`config.mk`:
```
export PLATFORM = sky130hd
export DESIGN_NAME = prbp_top
export DESIGN_NICKNAME = d
export VERILOG_FILES = /design/src/prbp_pkg.sv /design/src/prbp_mem_if.sv /design/src/prbp_mem_port.sv /design/src/prbp_sync.sv /design/src/prbp_top.sv
export SDC_FILE = /design/constraint.sdc
export NUM_CORES = 1
export LEC_CHECK = 0
export BUFFER_PORTS_ARGS = -buffer_cell sky130_fd_sc_hd__buf_4
export CAP_MARGIN = 20
export CELL_PAD_IN_SITES_DETAIL_PLACEMENT = 1
export CELL_PAD_IN_SITES_GLOBAL_PLACEMENT = 1
export CORE_MARGIN = 10
export CORE_UTILIZATION = 40
export CTS_CLUSTER_SIZE = 14
export DETAILED_ROUTE_END_ITERATION = 10
export PLACE_DENSITY = 0.75
export SLEW_MARGIN = 5
export SYNTH_ARGS = -nofsm -noshare
export SYNTH_HDL_FRONTEND = slang
export SYNTH_SLANG_ARGS = --single-unit
```
`constraint.sdc`:
```
create_clock -name ref_clk_i -period 3.2 [get_ports ref_clk_i]
set_clock_uncertainty 0.05 [all_clocks]
set_input_delay 0.16 -clock ref_clk_i [delete_from_list [all_inputs] [get_ports ref_clk_i]]
set_output_delay 0.16 -clock ref_clk_i [all_outputs]
set_load 0.02 [all_outputs]
```
`src/prbp_pkg.sv`:
```
package prbp_pkg;

  // Register byte offsets.
  localparam logic [11:0] PRBP_REG_CTRL      = 12'h000;
  localparam logic [11:0] PRBP_REG_RING_BASE = 12'h004;
  localparam logic [11:0] PRBP_REG_RING_SIZE = 12'h008;
  localparam logic [11:0] PRBP_REG_EVT_SUPP  = 12'h00C;
  localparam logic [11:0] PRBP_REG_DOORBELL  = 12'h010;
  localparam logic [11:0] PRBP_REG_STATUS    = 12'h014;
  localparam logic [11:0] PRBP_REG_LAST_DESC = 12'h018;
  localparam logic [11:0] PRBP_REG_LAST_ID   = 12'h01C;
  localparam logic [11:0] PRBP_REG_USED_CNT  = 12'h020;
  localparam logic [11:0] PRBP_REG_DRV_EVT   = 12'h024;
  localparam logic [11:0] PRBP_REG_SHM_BASE  = 12'h028;
  localparam logic [11:0] PRBP_REG_SHM_SIZE  = 12'h02C;
  localparam logic [11:0] PRBP_REG_NOTE_DATA = 12'h030;

  // Control register fields.
  localparam int PRBP_CTRL_ENABLE     = 0;
  localparam int PRBP_CTRL_NOTE_DATA  = 1;
  localparam int PRBP_CTRL_PACKED     = 2;

  // Descriptor flag word bit positions.
  localparam int PRBP_FLAG_NEXT       = 0;
  localparam int PRBP_FLAG_WRITABLE   = 1;
  localparam int PRBP_FLAG_AVAIL      = 7;
  localparam int PRBP_FLAG_USED       = 15;

  // Notification payload fields.
  localparam int PRBP_NOTE_WRAP       = 15;

  // Event suppression codes.
  localparam logic [1:0] PRBP_EVT_ENABLE  = 2'h0;
  localparam logic [1:0] PRBP_EVT_DISABLE = 2'h1;
  localparam logic [1:0] PRBP_EVT_DESC    = 2'h2;

  // Reset values.
  localparam logic [31:0] PRBP_RST_CTRL      = 32'h0000_0004;
  localparam logic [15:0] PRBP_RST_RING_SIZE = 16'h0010;
  localparam logic [31:0] PRBP_RST_ZERO      = 32'h0000_0000;

  // Shared memory region count and descriptor size in bytes.
  localparam int          PRBP_SHM_REGIONS   = 2;
  localparam logic [31:0] PRBP_DESC_BYTES    = 32'h0000_0010;
  localparam logic [31:0] PRBP_FLAGS_OFS     = 32'h0000_000C;

  // Memory read port words fetched per descriptor after the flags word.
  localparam logic [1:0]  PRBP_DESC_WORDS    = 2'h3;

  typedef enum logic [2:0] {
    PRBP_IDLE  = 3'b000,
    PRBP_POLL  = 3'b001,
    PRBP_FETCH = 3'b010,
    PRBP_WORK  = 3'b011,
    PRBP_USED  = 3'b100
  } prbp_state_t;

endpackage : prbp_pkg

```
`src/prbp_mem_if.sv`:
```
`timescale 1ns/1ps
interface prbp_mem_if;
  logic        req;
  logic        we;
  logic [31:0] addr;
  logic [31:0] wdata;
  logic        ack;
  logic [31:0] rdata;

  modport master (
    output req,
    output we,
    output addr,
    output wdata,
    input  ack,
    input  rdata
  );

  modport port (
    input  req,
    input  we,
    input  addr,
    input  wdata,
    output ack,
    output rdata
  );
endinterface : prbp_mem_if

```
`src/prbp_mem_port.sv`:
```
`timescale 1ns/1ps
module prbp_mem_port
  import prbp_pkg::*;
(
  input  wire logic        ref_clk_i,
  input  wire logic        reset_n_i,
  input  wire logic        clk_en_i,
  prbp_mem_if.port         mem,
  output logic             m_req_o,
  output logic             m_we_o,
  output logic [31:0]      m_addr_o,
  output logic [31:0]      m_wdata_o,
  input  wire logic        m_ack_i,
  input  wire logic [31:0] m_rdata_i
);
  // Registers the external memory request so the top drives pins from flops.
  logic        next_req;
  logic        next_we;
  logic [31:0] next_addr;
  logic [31:0] next_wdata;

  always_comb begin
    next_req   = m_req_o;
    next_we    = m_we_o;
    next_addr  = m_addr_o;
    next_wdata = m_wdata_o;
    if (m_req_o && m_ack_i) begin
      next_req = 1'b0;
    end else if (!m_req_o && mem.req) begin
      next_req   = 1'b1;
      next_we    = mem.we;
      next_addr  = mem.addr;
      next_wdata = mem.wdata;
    end
  end

  always_ff @(posedge ref_clk_i or negedge reset_n_i) begin
    if (!reset_n_i) begin
      m_req_o   <= 1'b0;
      m_we_o    <= 1'b0;
      m_addr_o  <= PRBP_RST_ZERO;
      m_wdata_o <= PRBP_RST_ZERO;
    end else if (clk_en_i) begin
      m_req_o   <= next_req;
      m_we_o    <= next_we;
      m_addr_o  <= next_addr;
      m_wdata_o <= next_wdata;
    end
  end

  assign mem.ack   = m_req_o && m_ack_i;
  assign mem.rdata = m_rdata_i;
endmodule : prbp_mem_port

```
`src/prbp_sync.sv`:
```
`timescale 1ns/1ps
module prbp_sync
  import prbp_pkg::*;
(
  input  wire logic ref_clk_i,
  input  wire logic reset_n_i,
  input  wire logic clk_en_i,
  input  wire logic d_i,
  output logic      q_o
);
  logic stage1;

  always_ff @(posedge ref_clk_i or negedge reset_n_i) begin
    if (!reset_n_i) begin
      stage1 <= 1'b0;
      q_o    <= 1'b0;
    end else if (clk_en_i) begin
      stage1 <= d_i;
      q_o    <= stage1;
    end
  end
endmodule : prbp_sync

```
`src/prbp_top.sv`:
```
// Design decisions made here: the APB slave port and the register offsets.
`timescale 1ns/1ps
//
// Contract
// - After flags update the device may read the chain and buffers at once.
// - Device may suppress available notifications through its event suppression word.
// - Device sends a used notification after using a descriptor, unless suppressed.
// - Without payload feature, a notification carries only the queue number.
// - Split ring payload: low 15 bits are offset, bit 15 is wrap.
// - Packed ring payload: offset is next descriptor entry, wrap its counter.
// - Device tolerates repeated notifications with identical offset and wrap.
// - Device allocates each shared memory region itself and presents it.
// - Device may offer several regions, each with its own identifier.
// - Shared memory references are offsets from the region start.
// - Device never exposes control or streaming memory as a shared region.
// - Device consumes a descriptor only after seeing its avail marker change.
// - Suppression codes: 0 enabled, 1 disabled, 2 specific descriptor, 3 reserved.
module prbp_top
  import prbp_pkg::*;
(
  input  wire logic        ref_clk_i,
  input  wire logic        reset_n_i,
  input  wire logic        clk_en_i,
  input  wire logic        psel,
  input  wire logic        penable,
  input  wire logic        pwrite,
  input  wire logic [11:0] paddr,
  input  wire logic [31:0] pwdata,
  output logic [31:0]      prdata,
  output logic             pready,
  output logic             pslverr,
  output logic             m_req_o,
  output logic             m_we_o,
  output logic [31:0]      m_addr_o,
  output logic [31:0]      m_wdata_o,
  input  wire logic        m_ack_i,
  input  wire logic [31:0] m_rdata_i,
  input  wire logic        buf_done_i,
  output logic             desc_valid_o,
  output logic             used_note_o
);
  import prbp_pkg::*;

  // Register address decode, used by read and write paths.
  function automatic logic mapped(input logic [11:0] a);
    case (a)
      PRBP_REG_CTRL, PRBP_REG_RING_BASE, PRBP_REG_RING_SIZE, PRBP_REG_EVT_SUPP,
      PRBP_REG_DOORBELL, PRBP_REG_STATUS, PRBP_REG_LAST_DESC, PRBP_REG_LAST_ID,
      PRBP_REG_USED_CNT, PRBP_REG_DRV_EVT, PRBP_REG_SHM_BASE, PRBP_REG_SHM_SIZE,
      PRBP_REG_NOTE_DATA: mapped = 1'b1;
      default:            mapped = 1'b0;
    endcase
  endfunction : mapped

  prbp_mem_if mem ();

  logic done_sync;

  prbp_sync u_sync (
    .ref_clk_i (ref_clk_i),
    .reset_n_i (reset_n_i),
    .clk_en_i  (clk_en_i),
    .d_i       (buf_done_i),
    .q_o       (done_sync)
  );

  prbp_mem_port u_mem (
    .ref_clk_i (ref_clk_i),
    .reset_n_i (reset_n_i),
    .clk_en_i  (clk_en_i),
    .mem       (mem),
    .m_req_o   (m_req_o),
    .m_we_o    (m_we_o),
    .m_addr_o  (m_addr_o),
    .m_wdata_o (m_wdata_o),
    .m_ack_i   (m_ack_i),
    .m_rdata_i (m_rdata_i)
  );

  // Register state.
  logic [31:0] ctrl;
  logic [31:0] ring_base;
  logic [15:0] ring_size;
  logic [31:0] evt_supp;
  logic [31:0] drv_evt;
  logic [31:0] note_data;
  logic [31:0] last_desc;
  logic [15:0] last_id;
  logic [31:0] used_cnt;
  logic        doorbell_pend;
  logic [31:0] shm_base [PRBP_SHM_REGIONS];
  logic [31:0] shm_size [PRBP_SHM_REGIONS];
  logic [31:0] next_ctrl;
  logic [31:0] next_ring_base;
  logic [15:0] next_ring_size;
  logic [31:0] next_evt_supp;
  logic [31:0] next_drv_evt;
  logic [31:0] next_note_data;
  logic        next_doorbell_pend;
  logic [31:0] next_prdata;
  logic        next_pready;
  logic        next_pslverr;

  // Engine state.
  prbp_state_t state;
  prbp_state_t next_state;
  logic [14:0] idx;
  logic [14:0] next_idx;
  logic        wrap;
  logic        next_wrap;
  logic [1:0]  word;
  logic [1:0]  next_word;
  logic [31:0] next_last_desc;
  logic [15:0] next_last_id;
  logic [31:0] next_used_cnt;
  logic        next_desc_valid;
  logic        next_used_note;
  logic        mreq;
  logic        mwe;
  logic [31:0] maddr;
  logic [31:0] mwdata;

  logic        access;
  logic        db_write;
  logic [31:0] desc_addr;
  logic        flag_avail;
  logic        flag_used;

  assign access    = psel && penable && !pready;
  assign db_write  = access && pwrite && (paddr == PRBP_REG_DOORBELL);
  assign desc_addr = ring_base + ({17'h0, idx} * PRBP_DESC_BYTES);

  // Shared regions are sized and placed by the device itself, never by software.
  for (genvar r = 0; r < PRBP_SHM_REGIONS; r++) begin : g_shm
    assign shm_base[r] = 32'h0001_0000 * (r + 1);
    assign shm_size[r] = 32'h0000_1000;
  end

  always_comb begin
    next_ctrl          = ctrl;
    next_ring_base     = ring_base;
    next_ring_size     = ring_size;
    next_evt_supp      = evt_supp;
    next_drv_evt       = drv_evt;
    next_note_data     = note_data;
    next_doorbell_pend = doorbell_pend;
    next_prdata        = prdata;
    next_pready        = 1'b0;
    next_pslverr       = 1'b0;
    if (access) begin
      next_pready  = 1'b1;
      next_pslverr = !mapped(paddr);
      if (pwrite) begin
        case (paddr)
          PRBP_REG_CTRL:      next_ctrl      = pwdata;
          PRBP_REG_RING_BASE: next_ring_base = pwdata;
          PRBP_REG_RING_SIZE: next_ring_size = pwdata[15:0];
          PRBP_REG_EVT_SUPP:  next_evt_supp  = pwdata;
          PRBP_REG_DRV_EVT:   next_drv_evt   = pwdata;
          PRBP_REG_DOORBELL: begin
            // Repeated doorbells re-arm polling and reload note_data, so duplicates are harmless.
            next_doorbell_pend = 1'b1;
            if (ctrl[PRBP_CTRL_NOTE_DATA]) begin
              next_note_data = pwdata;
            end else begin
              next_note_data = {16'h0, pwdata[15:0]};
            end
          end
          default: next_note_data = note_data;
        endcase
      end else begin
        case (paddr)
          PRBP_REG_CTRL:      next_prdata = ctrl;
          PRBP_REG_RING_BASE: next_prdata = ring_base;
          PRBP_REG_RING_SIZE: next_prdata = {16'h0, ring_size};
          PRBP_REG_EVT_SUPP:  next_prdata = evt_supp;
          PRBP_REG_STATUS:    next_prdata = {12'h0, wrap, 1'b0, state, idx};
          PRBP_REG_LAST_DESC: next_prdata = last_desc;
          PRBP_REG_LAST_ID:   next_prdata = {16'h0, last_id};
          PRBP_REG_USED_CNT:  next_prdata = used_cnt;
          PRBP_REG_DRV_EVT:   next_prdata = drv_evt;
          PRBP_REG_SHM_BASE:  next_prdata = shm_base[pwdata[0]];
          PRBP_REG_SHM_SIZE:  next_prdata = shm_size[pwdata[0]];
          PRBP_REG_NOTE_DATA: next_prdata = note_data;
          default:            next_prdata = PRBP_RST_ZERO;
        endcase
      end
    end
    if (state == PRBP_POLL && !db_write) begin
      next_doorbell_pend = 1'b0;
    end
  end

  always_ff @(posedge ref_clk_i or negedge reset_n_i) begin
    if (!reset_n_i) begin
      ctrl          <= PRBP_RST_CTRL;
      ring_base     <= PRBP_RST_ZERO;
      ring_size     <= PRBP_RST_RING_SIZE;
      evt_supp      <= PRBP_RST_ZERO;
      drv_evt       <= PRBP_RST_ZERO;
      note_data     <= PRBP_RST_ZERO;
      doorbell_pend <= 1'b0;
      prdata        <= PRBP_RST_ZERO;
      pready        <= 1'b0;
      pslverr       <= 1'b0;
    end else if (clk_en_i) begin
      ctrl          <= next_ctrl;
      ring_base     <= next_ring_base;
      ring_size     <= next_ring_size;
      evt_supp      <= next_evt_supp;
      drv_evt       <= next_drv_evt;
      note_data     <= next_note_data;
      doorbell_pend <= next_doorbell_pend;
      prdata        <= next_prdata;
      pready        <= next_pready;
      pslverr       <= next_pslverr;
    end
  end

  assign flag_avail = m_rdata_i[PRBP_FLAG_AVAIL];
  assign flag_used  = m_rdata_i[PRBP_FLAG_USED];

  always_comb begin
    next_state      = state;
    next_idx        = idx;
    next_wrap       = wrap;
    next_word       = word;
    next_last_desc  = last_desc;
    next_last_id    = last_id;
    next_used_cnt   = used_cnt;
    next_desc_valid = 1'b0;
    next_used_note  = 1'b0;
    mreq            = 1'b0;
    mwe             = 1'b0;
    maddr           = desc_addr + PRBP_FLAGS_OFS;
    mwdata          = PRBP_RST_ZERO;
    case (state)
      PRBP_IDLE: begin
        if (ctrl[PRBP_CTRL_ENABLE] && (doorbell_pend || evt_supp[1:0] != PRBP_EVT_ENABLE)) begin
          next_state = PRBP_POLL;
        end
      end
      PRBP_POLL: begin
        // Flags are read first; other fields wait until the marker flips.
        mreq = 1'b1;
        if (mem.ack) begin
          if (flag_avail == wrap && flag_used != wrap) begin
            next_last_id = m_rdata_i[31:16];
            next_word    = 2'h0;
            next_state   = PRBP_FETCH;
          end else begin
            next_state = PRBP_IDLE;
          end
        end
      end
      PRBP_FETCH: begin
        mreq  = 1'b1;
        maddr = desc_addr + {28'h0, next_word, 2'h0};
        if (mem.ack) begin
          if (word == 2'h0) begin
            next_last_desc = m_rdata_i;
          end
          next_word = word + 2'h1;
          if (next_word == PRBP_DESC_WORDS) begin
            next_desc_valid = 1'b1;
            next_state      = PRBP_WORK;
          end
        end
      end
      PRBP_WORK: begin
        if (done_sync) begin
          next_state = PRBP_USED;
        end
      end
      PRBP_USED: begin
        mreq   = 1'b1;
        mwe    = 1'b1;
        mwdata = {16'h0, wrap, 7'h0, wrap, 7'h0};
        if (mem.ack) begin
          next_used_cnt = used_cnt + 32'h1;
          if (drv_evt[1:0] == PRBP_EVT_ENABLE ||
              (drv_evt[1:0] == PRBP_EVT_DESC && drv_evt[30:16] == idx &&
               drv_evt[31] == wrap)) begin
            next_used_note = 1'b1;
          end
          if ({1'b0, idx} + 16'h1 >= ring_size) begin
            next_idx  = 15'h0;
            next_wrap = !wrap;
          end else begin
            next_idx = idx + 15'h1;
          end
          next_state = PRBP_POLL;
        end
      end
      default: next_state = PRBP_IDLE;
    endcase
  end

  assign mem.req   = mreq && !m_req_o;
  assign mem.we    = mwe;
  assign mem.addr  = maddr;
  assign mem.wdata = mwdata;

  always_ff @(posedge ref_clk_i or negedge reset_n_i) begin
    if (!reset_n_i) begin
      state        <= PRBP_IDLE;
      idx          <= 15'h0;
      wrap         <= 1'b1;
      word         <= 2'h0;
      last_desc    <= PRBP_RST_ZERO;
      last_id      <= 16'h0;
      used_cnt     <= PRBP_RST_ZERO;
      desc_valid_o <= 1'b0;
      used_note_o  <= 1'b0;
    end else if (clk_en_i) begin
      state        <= next_state;
      idx          <= next_idx;
      wrap         <= next_wrap;
      word         <= next_word;
      last_desc    <= next_last_desc;
      last_id      <= next_last_id;
      used_cnt     <= next_used_cnt;
      desc_valid_o <= next_desc_valid;
      used_note_o  <= next_used_note;
    end
  end
endmodule : prbp_top

```
# == Word level (Yosys, flattened, before mapping) ==
# Memories as Yosys holds them, arrays and structs flattened.
# Index checks and enable logic that the tools add are counted.
# op_classes
addsub,7
magnitude_cmp,2
eq_ne,29
n_mux,40
bitwise,3
n_reduce_logical,47
# ops
operator,count
one-hot mux 32 bit (12 select lines),1
two-way mux 32 bit,6
== test 12 x 6 -> 1 bit (second input constant),5
== test 12 x 5 -> 1 bit (second input constant),4
AND reduction 4 bit,10
adder 32 x 1 -> 32 bit (second input constant),1
adder 32 x 19 -> 32 bit,1
adder 32 x 4 -> 32 bit,1
adder 32 x 4 -> 32 bit (second input constant),1
== test 12 x 4 -> 1 bit (second input constant),2
two-way mux 1 bit,18
two-way mux 18 bit,1
two-way mux 3 bit,6
adder 15 x 1 -> 16 bit (second input constant),1
greater-or-equal comparator 16 bit,1
two-way mux 16 bit,1
adder 15 x 1 -> 15 bit (second input constant),1
== test 15 bit,1
two-way mux 15 bit,1
one-hot mux 3 bit (5 select lines),1
== test 12 x 3 -> 1 bit (second input constant),1
logical AND 1 bit,12
zero test 12 bit,1
nonzero test 2 bit,6
other kinds (24),44
# word_totals
register_bits,382
romBits,64
input_bits,84
memories,1
# memory_table
memory,depth,word_bits,read_ports,rd_ports_with_merged_regs,wr,line,rtl
(name not given),64,1,1,0,0,prbp_top.sv:46,case (a)

# == Longest topological paths before layout ==
# Gate-level depths: netlist of run 1.
# depth
word_depth,8
mapped_depth,15

# == Hierarchy ==
# A second synthesis of run 1 with hierarchy kept.
# unflattened
hier_cells,1703
hier_area_um2,19397.4
# modules_own_cells
mod,instances,cells_each,area_per_inst_um2,seq_area_each_um2
prbp_top,1,1525,16417.0,7861.3
prbp_mem_port,1,174,2907.8,1651.6
prbp_sync,1,4,72.6,50.0

# == Least setup slack after synthesis of run 1 ==
# No wires, ideal clock.
# synth_path
path_kind,reg-to-reg
start,register idx[0]
end,register u_mem.m_addr_o[23]
arrival_ns,3.311
required_time_ns,3.015
setup_slack_ns,-0.296
path_stages_with_launch,13
path_buffers,1
period_less_slack_ns,3.496
path_cell_list,dfrtp_1 > ha_1 > fa_1 > a21o_4 > a311o_1 > a21oi_2 > o31a_4 > nand3_4 > or3_1 > buf_6 > o41ai_2 > mux2i_1 > o311ai_1
# synth_via
elab_chain_cells,3
# synth_rtl
element,line,rtl
"start, declared",prbp_top.sv:107,logic [14:0] idx;
"start signal, assigned",prbp_top.sv:317,idx <= next_idx;
adder 32 x 19 -> 32 bit (*),prbp_top.sv:131,"assign desc_addr = ring_base + ({17'h0, idx} * PRBP_DESC_BYTES);"
adder 32 x 4 -> 32 bit (on tied branches),"prbp_top.sv:235, prbp_top.sv:258",
two-way mux 32 bit (*),prbp_top.sv:237,case (state)
"end signal, assigned",prbp_mem_port.sv:46,m_addr_o <= next_addr;
"end, declared",prbp_mem_port.sv:11,"output logic [31:0] m_addr_o,"
# Mark *: on every way between the ends. The rest lies on a longest branch, timed or not.
# A chain may end at the register's enable or synchronous reset.

# == Worst setup path in the final report of run 1 ==
# layout_path
start,register idx[0]
end,register u_mem.m_addr_o[30]
# Same word-level chain as after synthesis.

==> results of run 1 <==
==> metrics by stage <==
step / util / hold slack (ns) / cells / worst slack, ns / TNS (ns)
after global routing: 0.5275 / 0.1728 / 2638 / -0.3021 / -3.087
after detailed placement: 0.4714 / 0.1913 / 2484 / -0.2994 / -2.595
after CTS: 0.5187 / 0.1687 / 2626 / -0.1591 / -0.8235
after global placement: 0.4714 / 0.1882 / 2484 / -0.1607 / -1.194
final: 0.5275 / 0.1596 / 2638 / -0.1623 / -0.8828
after floorplan: - / -0.1856 / 1693 / -0.1462 / -0.5494
==> synth_stat cells (4+ instances only) <==
| library cell | count | area (um2) |
|---|---|---|
| a222oi_1 | 18 | 180.2 |
| nand4_1 | 27 | 168.9 |
| xor2_1 | 47 | 411.6 |
| dfrtp_1 | 348 | 8708 |
| nand3_1 | 35 | 175.2 |
| nor3_1 | 22 | 110.1 |
| or3_1 | 8 | 50.05 |
| and2_1 | 8 | 50.05 |
| a22oi_1 | 79 | 593.1 |
| a21oi_2 | 5 | 43.79 |
| nor4_1 | 15 | 93.84 |
| mux2_2 | 206 | 2320 |
| a221oi_1 | 34 | 297.8 |
| nand2b_1 | 6 | 37.54 |
| a31oi_1 | 23 | 143.9 |
| ha_1 | 37 | 462.9 |
| nand2_1 | 221 | 829.6 |
| buf_2 | 4 | 20.02 |
| mux2i_1 | 5 | 50.05 |
| a21o_1 | 36 | 270.3 |
| o22ai_1 | 5 | 31.28 |
| nor2_1 | 51 | 191.4 |
| nor2b_1 | 9 | 56.30 |
| inv_1 | 37 | 138.9 |
| clkbuf_1 | 79 | 296.5 |
| buf_4 | 34 | 255.2 |
| buf_1 | 4 | 15.01 |
| a2111oi_0 | 4 | 35.03 |
| o21ai_1 | 8 | 40.04 |
| a21oi_1 | 21 | 105.1 |
| and3_1 | 18 | 112.6 |
| xnor2_1 | 46 | 402.9 |
| o31ai_1 | 4 | 30.03 |
| o21ai_0 | 77 | 385.4 |
| and4_1 | 5 | 43.79 |
| a211o_1 | 8 | 70.07 |
==> flip-flops by register name, indices dropped and copies added (netlist names), 2 cells and up <==
name	cells
last_id	16
ring_size	16
used_cnt	32
u_mem.m_addr_o	32
drv_evt	32
idx	15
prdata	32
evt_supp	32
state	3
ctrl	32
ring_base	32
note_data	32
last_desc	32
word	2
==> layer usage <==
metal	wire length (um)	vias to the layer above	GRT usage
li1	-	6727	-
met1	27430	7800	0.3063
met2	31770	500	0.3915
met3	4719	149	0.05500
met4	2741	2	0.1080
met5	11	-	0
==> worst register-to-register path, delay by kind of cell (launching register included) <==
kind	cells	cell delay (ns)
xor+xnor	1	0.10
simple gates	3	0.61
compound gates	5	1.39
buf+inv	1	0.15
flops	1	0.42
fa+ha+maj	2	0.56
==> how the worst min path moves through the flow <==
stage	start	end	slack, ns	depth (start not counted)
finish	reset_n_i	u_mem.m_addr_o[28]	0.16	2
global route	paddr[6]	pslverr	0.17	5
CTS	reset_n_i	u_mem.m_addr_o[28]	0.17	2
detailed placement	reset_n_i	u_mem.m_addr_o[28]	0.19	1
global placement	reset_n_i	u_mem.m_addr_o[28]	0.19	1
floorplan	reset_n_i	ctrl[0]	-0.19	0
==> area by class of cell <==
class,instances,area share
Multi-Input combinational cell,1181,0.3865
Clock buffer,57,0.04978
Tap cell,592,0.03162
Sequential cell,351,0.3752
Inverter,37,0.005929
Clock inverter,13,0.005501
Timing Repair Buffer,407,0.1455
==> power by group <==
group	switching (W)	total, W	internal (W)
sequential	0.00000593	0.00445	0.00445
clock	0.00193	0.00463	0.00270
combinational	0.000264	0.000428	0.000164
total	0.00220	0.00952	0.00731
==> cell families (layout without fill, tap and decap cells) <==
kind of cell / count (synthesis) / count (layout) / synth area share
adder cells (fa/ha/maj): 39 / 39 / 0.02787
flip-flops: 351 / 351 / 0.4869
AND/OR/NAND/NOR: 447 / 447 / 0.1197
buffers and inverters: 161 / 514 / 0.04208
XOR/XNOR: 93 / 93 / 0.04514
AO/OA/AOI/OAI: 361 / 361 / 0.1468
other: 1 / 30 / 0.0002078
multiplexers: 211 / 211 / 0.1313
==> repair_timing <==
| item | CTS | global route |
|---|---|---|
| gates resized for setup | 23 | 65 |
| buffers inserted | 2 | 13 |
| endpoints found under the setup margin | 21 | 34 |
| hold endpoints to repair | 301 | 0 |
| gates cloned | 0 | 0 |
| pin swaps | 10 | 23 |
| hold buffers | 70 | 0 |
==> impl_metrics.py, run 1 <==
metrics = {
    "run_status": {
        "status": "complete, but fails checks",
        "violations": "negative setup slack",
    },
    "sta": {
        "period_minus_slack_ns": 3.362,
        "rsz0062_at_grt": "yes",
        "layout_setup_ws_ns": -0.1623,
        "clock.fmax_mhz": 297.4,
        "setup_viol": 11,
        "final_hold_viol_count": 0,
        "maxSlewHeadroom": 0.3681,
        "worst_slew_pin_slew_ns": 0.9478,
        "fin_crit_sh": 1.051,
        "drv_slew": 0,
    },
    "synth": {
        "ys_ff_latch": 351,
        "ys_dominant_reg_cell": "dfrtp_1",
        "yosysWarnings": 0,
        "synth.avg_cell_area_um2": 10.84,
        "seq_area_frac_synth": 0.4869,
        "synthArstFlopShare": 1.000,
        "syn_inst": 1664,
        "synth_edf_count": 0,
        "ys_types": 82,
        "synthesis.area_um2": 18050,
    },
    "worst_setup_path": {
        "start_kind": "flip-flop",
        "path_cells": "ha_4 -> fa_2 -> a21o_4 -> a311o_1 -> buf_6 -> nand3_4 -> a21o_1 -> xor2_2 -> nor4b_4 -> nand4_1 -> o41a_1 -> o31ai_2",
        "critPathMaxStageDelay_ns": 0.42,
        "crit_fanout": 7,
        "path_depth": 12,
        "cp.required_ns": 3.63,
        "crit_slowest_cell": "dfrtp_2",
        "cp-startpoint": "idx[0]",
        "rr_endpoint": "u_mem.m_addr_o[30]",
        "cp_top_family": "compound AO/OA/AOI/OAI gates",
        "cp_data_arrival_time_ns": 3.79,
        "crit_path_end": "u_mem.m_addr_o[30]",
        "worstSetupPathType": "reg2reg",
        "end_kind": "flip-flop",
        "r2r-start": "idx[0]",
        "r2r_cells": 12,
        "r2r_slack_ns": -0.16,
        "critPathBufInv": 1,
    },
    "routing": {
        "wl_um": 66670,
        "viasPerCell": 5.754,
        "drc": 0,
        "drtIter0Drc": 1204,
        "firstDrtPassIters": 5,
        "antenna_left": 0,
        "wl_per_cell_um": 25.27,
        "vias": 15180,
    },
    "power_and_ir_drop": {
        "power_density_nw_per_um2": 406.2,
        "power_w": 0.009515,
        "vdd_ir_drop_max_uv": 365.3,
        "p_leak_nw": 11.44,
    },
    "die": {
        "dieArea_um2": 54010,
        "die_height_um": 232.4,
        "core_area_um2": 44410,
        "die_x_um": 232.4,
        "core.rowCount": 77,
        "pin_count": 186,
        "initial_core_util": 0.4063,
    },
    "cells_and_area": {
        "fin_nets": 2141,
        "syn2layout_area_growth_pct": 29.81,
        "design_area_um2": 23430,
        "diodes": 0,
        "ff_latch_area_um2": 8790,
        "final_common_cell": "dfrtp_1",
        "post_route_cells_drive_above_1_share": 0.3402,
        "num-fill-cells": 4690,
        "layout_common_cells": "346 x dfrtp_1, 316 x buf_4, 220 x nand2_1",
        "multi_input_area_um2": 9054,
    },
    "clock_tree": {
        "numCtsBuffers": 40,
        "cts.htree.levels": 2,
        "cts_tree": "done",
        "cts_buffer_depth": 3,
        "root_buffer": "clkbuf_16",
        "clock-sinks": 351,
        "worstSkewPairLatency_ns": 0.57,
        "clk_pin_slew_ns": 0.06,
    },
    "worst_hold_path": {
        "min_path_type": "in2async",
    },
    "grt": {
        "overflow": 0,
        "grt_pass1_vias": 16400,
        "antenna_found_initial": 2,
        "gr-usage-all-layers": 0.2427,
        "grt_pass1_wl_um": 100900,
        "grt_max_degree": 84,
    },
    "place": {
        "hpwlAfterDp_um": 48110,
        "gp_congestion": 0.9266,
        "portBuffers": 155,
        "post_dp_cell_area_um2": 20940,
    },
    "job": {
        "drv_cap": 0,
    },
}
(Power assumes the default switching activity.)
==> inputs of run 2 (changes only) <==
--- a/config.mk
+++ b/config.mk
@@ -7,10 +7,8 @@
 export LEC_CHECK = 0
 export BUFFER_PORTS_ARGS = -buffer_cell sky130_fd_sc_hd__buf_4
 export CAP_MARGIN = 20
-export CELL_PAD_IN_SITES_DETAIL_PLACEMENT = 1
-export CELL_PAD_IN_SITES_GLOBAL_PLACEMENT = 1
 export CORE_MARGIN = 10
-export CORE_UTILIZATION = 40
+export CORE_UTILIZATION = 50
 export CTS_CLUSTER_SIZE = 14
 export DETAILED_ROUTE_END_ITERATION = 10
 export PLACE_DENSITY = 0.75
==> run 2 against run 1 <==
Against the previous run: the flow still finishes with violations (negative setup slack); sequential power about the same; count of clock-buffer cells in the layout unchanged; non-clock buffer count down 12; worst hold slack worse by 0.062 ns; clock power down 3%; combinational power down 6.3%; highest routed layer unchanged.
==> impl_metrics.py, run 2 (synthesized netlist as in run 1, its figures left out) <==
metrics = {
    "power_and_ir_drop": {
        "p_int_w": 0.007235,
        "netSwitchingFraction": 0.2269,
        "vdd_ir_drop_max_uv": 404.3,
        "power_density_nw_per_um2": 407.7,
        "switching_power_w": 0.002123,
        "power_frac_comb": 0.043,
        "p_seq_frac": 0.476,
        "power_w": 0.009358,
        "p_leak_nw": 11.28,
        "power_frac_clock": 0.481,
    },
    "worst_setup_path": {
        "cp.required_ns": 3.62,
        "critPathBufInv": 1,
        "crit_fanout": 6,
        "r2r-start": "ring_base[9]",
        "path_depth": 11,
        "cp_top_family": "compound AO/OA/AOI/OAI gates",
        "start_kind": "flip-flop",
        "worstSetupPathType": "reg2reg",
        "critPathMaxStageDelay_ns": 0.46,
        "cp-startpoint": "ring_base[9]",
        "crit_slowest_cell": "dfrtp_1",
        "cp_data_arrival_time_ns": 3.78,
        "r2r_cells": 11,
        "path_cells": "ha_1 -> o21ai_1 -> nor3_1 -> nand3_4 -> buf_4 -> a211oi_2 -> o2111ai_4 -> nor4b_4 -> nand4_1 -> o41a_1 -> o31ai_1",
        "end_kind": "flip-flop",
    },
    "place": {
        "hpwlAfterDp_um": 41340,
        "portBuffers": 155,
        "gp_congestion": 0.9503,
    },
    "clock_tree": {
        "root_buffer": "clkbuf_16",
        "numCtsBuffers": 39,
        "worstSkewPairLatency_ns": 0.58,
        "cts.htree.levels": 2,
        "cts_tree": "done",
        "clock-sinks": 351,
        "clk_pin_slew_ns": 0.06,
        "cts_buffer_depth": 3,
    },
    "grt": {
        "grt_pass1_wl_um": 88930,
        "top_usage_layer": "met2",
        "grt_max_degree": 74,
        "grt_pass1_vias": 15190,
        "use_met1": 0.3320,
        "gr-usage-all-layers": 0.2563,
        "overflow": 0,
        "met2_usage": 0.3995,
        "antenna_found_initial": 7,
        "grt.met3_usage": 0.07289,
    },
    "sta": {
        "period_minus_slack_ns": 3.366,
        "rsz0062_at_grt": "yes",
        "drv_slew": 0,
        "worst_slew_pin_slew_ns": 1.003,
        "layout_setup_ws_ns": -0.1663,
        "maxSlewHeadroom": 0.3313,
        "fin_crit_sh": 1.052,
        "final_hold_viol_count": 0,
        "clock.fmax_mhz": 297.1,
        "setup_viol": 11,
        "tns_ns": -1.009,
    },
    "die": {
        "die_x_um": 210.0,
        "pin_count": 186,
        "initial_core_util": 0.5074,
        "dieArea_um2": 44090,
        "core.rowCount": 69,
        "die_height_um": 210.0,
        "core_area_um2": 35570,
    },
    "routing": {
        "firstDrtPassIters": 8,
        "vias": 15080,
        "antenna_left": 0,
        "wl_per_cell_um": 23.04,
        "viasPerCell": 6.031,
        "drtIter0Drc": 1640,
        "drc": 0,
        "wl_um": 57610,
    },
    "cells_and_area": {
        "layout_common_cells": "347 x dfrtp_1, 311 x buf_4, 221 x nand2_1",
        "final_common_cell": "dfrtp_1",
        "multi_input_area_um2": 8909,
        "fin_nets": 2128,
        "syn2layout_area_growth_pct": 27.18,
        "post_route_cells_drive_above_1_share": 0.3253,
        "ff_latch_area_um2": 8788,
        "num-fill-cells": 2756,
    },
    "run_status": {
        "violations": "negative setup slack",
        "status": "complete, but fails checks",
    },
    "job": {
        "drv_cap": 0,
    },
    "worst_hold_path": {
        "min_path_type": "in2async",
    },
}
==> run 2: cell types whose count changed in the layout (fill, tap and decap cells not counted), sizes merged <==
cell,previous run,this run
clkinvlp,0,1
diode,0,4
buf,337,325
==> run 2: power groups by stage <==
stage | Sequential [W] | Clock, W | Combinational, W
after CTS | 0.00446 | 0.00456 | 0.000399
after floorplan | 0.00454 | 0 | 0.0000952
after global placement | 0.00454 | 0 | 0.000322
after global routing | 0.00445 | 0.00476 | 0.000434
after detailed placement | 0.00454 | 0 | 0.000327
final | 0.00446 | 0.00450 | 0.000401
==> run 2: routing by layer <==
metal,wire (um),part of all wire
met1,23470,0.41
met2,26260,0.46
met3,5746,0.10
met4,2090,0.036
met5,39,0.00068
==> run 2: repair_timing <==
action,4_1_cts,5_1_grt
buffers inserted,5,8
endpoints found under the hold margin,302,0
endpoints found under the setup margin,13,33
gates resized for setup,13,35
pin swaps,8,16
hold buffers,70,0
==> run 2: worst paths after layout <==
| kind | end | slack (ns) |
|---|---|---|
| setup / recovery | u_mem.m_addr_o[30] | -0.17 |
| hold / removal | prdata[27] | 0.1 |
| setup reg to reg | u_mem.m_addr_o[30] | -0.17 |
| hold reg to reg | used_cnt[31] | 0.42 |
| max in group asynchronous | ring_size[4] | 2.09 |
| min in group ref_clk_i | pslverr | 0.13 |
==> run 2: stage by stage <==
stage / setup slack (ns) / instance area (um2) / instances / utilization / hold WS (ns)
6_report: -0.1663 / 22950 / 2500 / 0.6452 / 0.09731
5_1_grt: -0.2977 / 22940 / 2497 / 0.6450 / 0.1423
4_1_cts: -0.1545 / 22720 / 2488 / 0.6388 / 0.08751
3_5_place_dp: -0.2336 / 20630 / 2342 / 0.5800 / 0.1429
3_3_place_gp: -0.1561 / 20630 / 2342 / 0.5800 / 0.1424
2_1_floorplan: -0.1462 / 18220 / 1693 / - / -0.1856
==> run 2: final cells by class <==
cell class,instances,share of cell area
inverter,37,0.006051
sequential,351,0.3829
clock buffer,57,0.04896
multi-input combinational,1181,0.3882
antenna,4,0.0004361
clock inverter,14,0.007142
tap,461,0.02513
timing repair buffer,395,0.1412
==> inputs of run 3 (changes only) <==
==> constraint.sdc (replaced) <==
create_clock -name ref_clk_i -period 3.06 [get_ports ref_clk_i]
set_clock_uncertainty 0.05 [all_clocks]
set_input_delay 0.153 -clock ref_clk_i [delete_from_list [all_inputs] [get_ports ref_clk_i]]
set_output_delay 0.153 -clock ref_clk_i [all_outputs]
set_load 0.02 [all_outputs]
==> run 3 against run 2 <==
Against the previous run: flip-flop and latch count unchanged; the run still ends with negative setup slack left; maximum frequency up 0.18%; cell area grew 1.4%; critical path depth increased by 2; die area stayed put; global-route usage rose by 0.22 points; final cell count increased by 1.0%; worst setup slack got worse by 0.13 ns; sequential share of layout area shrank 0.53 points.
==> impl_metrics.py, run 3 (synthesized netlist as in run 1, its figures left out) <==
metrics = {
    "power_and_ir_drop": {
        "switching_power_w": 0.002163,
        "p_seq_frac": 0.496,
        "p_int_w": 0.007240,
        "power_w": 0.009403,
        "power_frac_comb": 0.045,
        "power_frac_clock": 0.460,
        "vdd_ir_drop_max_uv": 395.4,
        "netSwitchingFraction": 0.2300,
        "p_leak_nw": 11.42,
        "power_density_nw_per_um2": 404.1,
    },
    "die": {
        "die_height_um": 210.0,
        "core_area_um2": 35570,
        "pin_count": 186,
        "core.rowCount": 69,
        "initial_core_util": 0.5074,
        "dieArea_um2": 44090,
        "die_x_um": 210.0,
    },
    "routing": {
        "route.met2.wl_um": 27100,
        "top_layer_used": "met5",
        "antenna_left": 0,
        "drtIter0Drc": 1652,
        "vias": 15260,
        "drt-met1-wl_um": 23670,
        "viasPerCell": 6.045,
        "drc": 0,
        "wl_met3_um": 5822,
        "firstDrtPassIters": 7,
        "wl_per_cell_um": 23.26,
        "wl_um": 58720,
    },
    "worst_setup_path": {
        "critPathMaxStageDelay_ns": 0.45,
        "start_kind": "flip-flop",
        "cp_data_arrival_time_ns": 3.74,
        "worstSetupPathType": "reg2reg",
        "cp_common_cell": "buf_4",
        "cp_top_family": "compound AO/OA/AOI/OAI gates",
        "cp.required_ns": 3.44,
        "end_kind": "flip-flop",
        "crit_fanout": 5,
        "critPathBufInv": 2,
        "crit_slowest_cell": "o41a_1",
        "path_cells": "ha_4 -> fa_2 -> a21o_4 -> a311o_1 -> buf_4 -> nand3_2 -> a21o_1 -> buf_4 -> nor3_1 -> xor2_1 -> nand4_1 -> o41a_1 -> o31ai_1",
    },
    "worst_hold_path": {
        "min_path_type": "in2async",
    },
    "cells_and_area": {
        "post_route_cells_drive_above_1_share": 0.3448,
        "syn2layout_area_growth_pct": 28.95,
        "layout_common_cells": "347 x dfrtp_1, 337 x buf_4, 218 x nand2_1",
        "fin_nets": 2159,
        "design_area_um2": 23270,
        "final_common_cell": "dfrtp_1",
    },
    "sta": {
        "clock.fmax_mhz": 297.6,
        "rsz0062_at_grt": "yes",
        "holdWs_ns": 0.1174,
        "final_hold_viol_count": 0,
        "setup_viol": 28,
        "drv_slew": 0,
        "layout_setup_ws_ns": -0.3001,
        "tns_ns": -3.982,
        "worst_slew_pin_slew_ns": 0.9771,
        "maxSlewHeadroom": 0.3486,
        "period_minus_slack_ns": 3.360,
        "fin_crit_sh": 1.098,
    },
    "run_status": {
        "status": "complete, but fails checks",
        "violations": "negative setup slack",
    },
    "clock_tree": {
        "cts.htree.levels": 2,
        "root_buffer": "clkbuf_16",
        "cts_buffer_depth": 3,
        "numCtsBuffers": 37,
        "cts_tree": "done",
        "worstSkewPairLatency_ns": 0.54,
        "clk_pin_slew_ns": 0.06,
        "clock-sinks": 351,
    },
    "grt": {
        "grt_pass1_wl_um": 90260,
        "overflow": 0,
        "grt_pass1_vias": 15690,
        "antenna_found_initial": 3,
        "grt_max_degree": 109,
        "gr-usage-all-layers": 0.2585,
    },
    "place": {
        "post-place-ws_ns": -0.3418,
        "gp_congestion": 0.9559,
        "hpwlAfterDp_um": 41760,
        "post_dp_cell_area_um2": 20880,
        "portBuffers": 155,
    },
    "job": {
        "drv_cap": 0,
    },
}
[run 3: cell types whose count changed in the layout (fill, tap and decap cells not counted), sizes merged]
cell | previous run | this run
bufinv | 2 | 0
clkinvlp | 1 | 2
buf | 325 | 358
inv | 40 | 38
clkbuf | 57 | 54
diode | 4 | 2
[run 3: per-stage QoR]
stage,utilization,instances
floorplan,-,1693
global placement,0.5869,2371
detailed placement,0.5869,2371
CTS,0.6459,2518
global route,0.6541,2523
finish,0.6542,2525
[run 3: timing repair]
item | CTS | global route
hold buffers | 70 | 0
endpoints found under the setup margin | 28 | 38
endpoints found under the hold margin | 295 | 0
buffers inserted | 12 | 8
resized for setup | 38 | 55
pin swaps | 22 | 34
[run 3: routing by layer]
layer / vias up / track usage
li1: 6782 / -
met3: 136 / 0.07229
met4: 2 / 0.09402
met1: 7624 / 0.3331
met5: - / 0
met2: 720 / 0.4096
[run 3: layout make-up]
cell class              instances  area (um2)
diodes                          2       5.005
clock buffers                  54        1061
clock inverters                11       86.33
fillers                      2696       12300
inverters                      37       138.9
multi-input cells            1181        9061
flip-flops and latches        351        8788
well taps                     461       576.8
repair buffers                428        3553
[run 3: final timing paths]
path	from	to	slack (ns)	cells after the start
worst max-delay path	ring_base[4]	u_mem.m_addr_o[30]	-0.30	13
worst min-delay path	reset_n_i	ctrl[21]	0.12	2
worst max register to register	ring_base[4]	u_mem.m_addr_o[30]	-0.30	13
worst min register to register	prdata[4]	prdata[4]	0.42	1
max in group asynchronous	reset_n_i	ctrl[8]	1.89	3
min in group ref_clk_i	penable	pslverr	0.13	3
[run 3: power by group through the flow]
stage               Clock, W  Combinational (W)  Sequential, W
CTS                  0.00436           0.000417        0.00466
global placement           0           0.000337        0.00474
finish               0.00432           0.000420        0.00466
floorplan                  0          0.0000996        0.00475
detailed placement         0           0.000341        0.00474
global route         0.00456           0.000456        0.00466
[run 3: worst register-to-register path, stage by stage (launching register included)]
cell     delay (ns)
dfrtp_1        0.41
ha_4           0.18
fa_2           0.35
a21o_4         0.24
a311o_1        0.38
buf_4          0.16
nand3_2        0.08
a21o_1         0.18
buf_4          0.14
nor3_1         0.05
xor2_1         0.23
nand4_1        0.16
o41a_1         0.45
o31ai_1        0.18
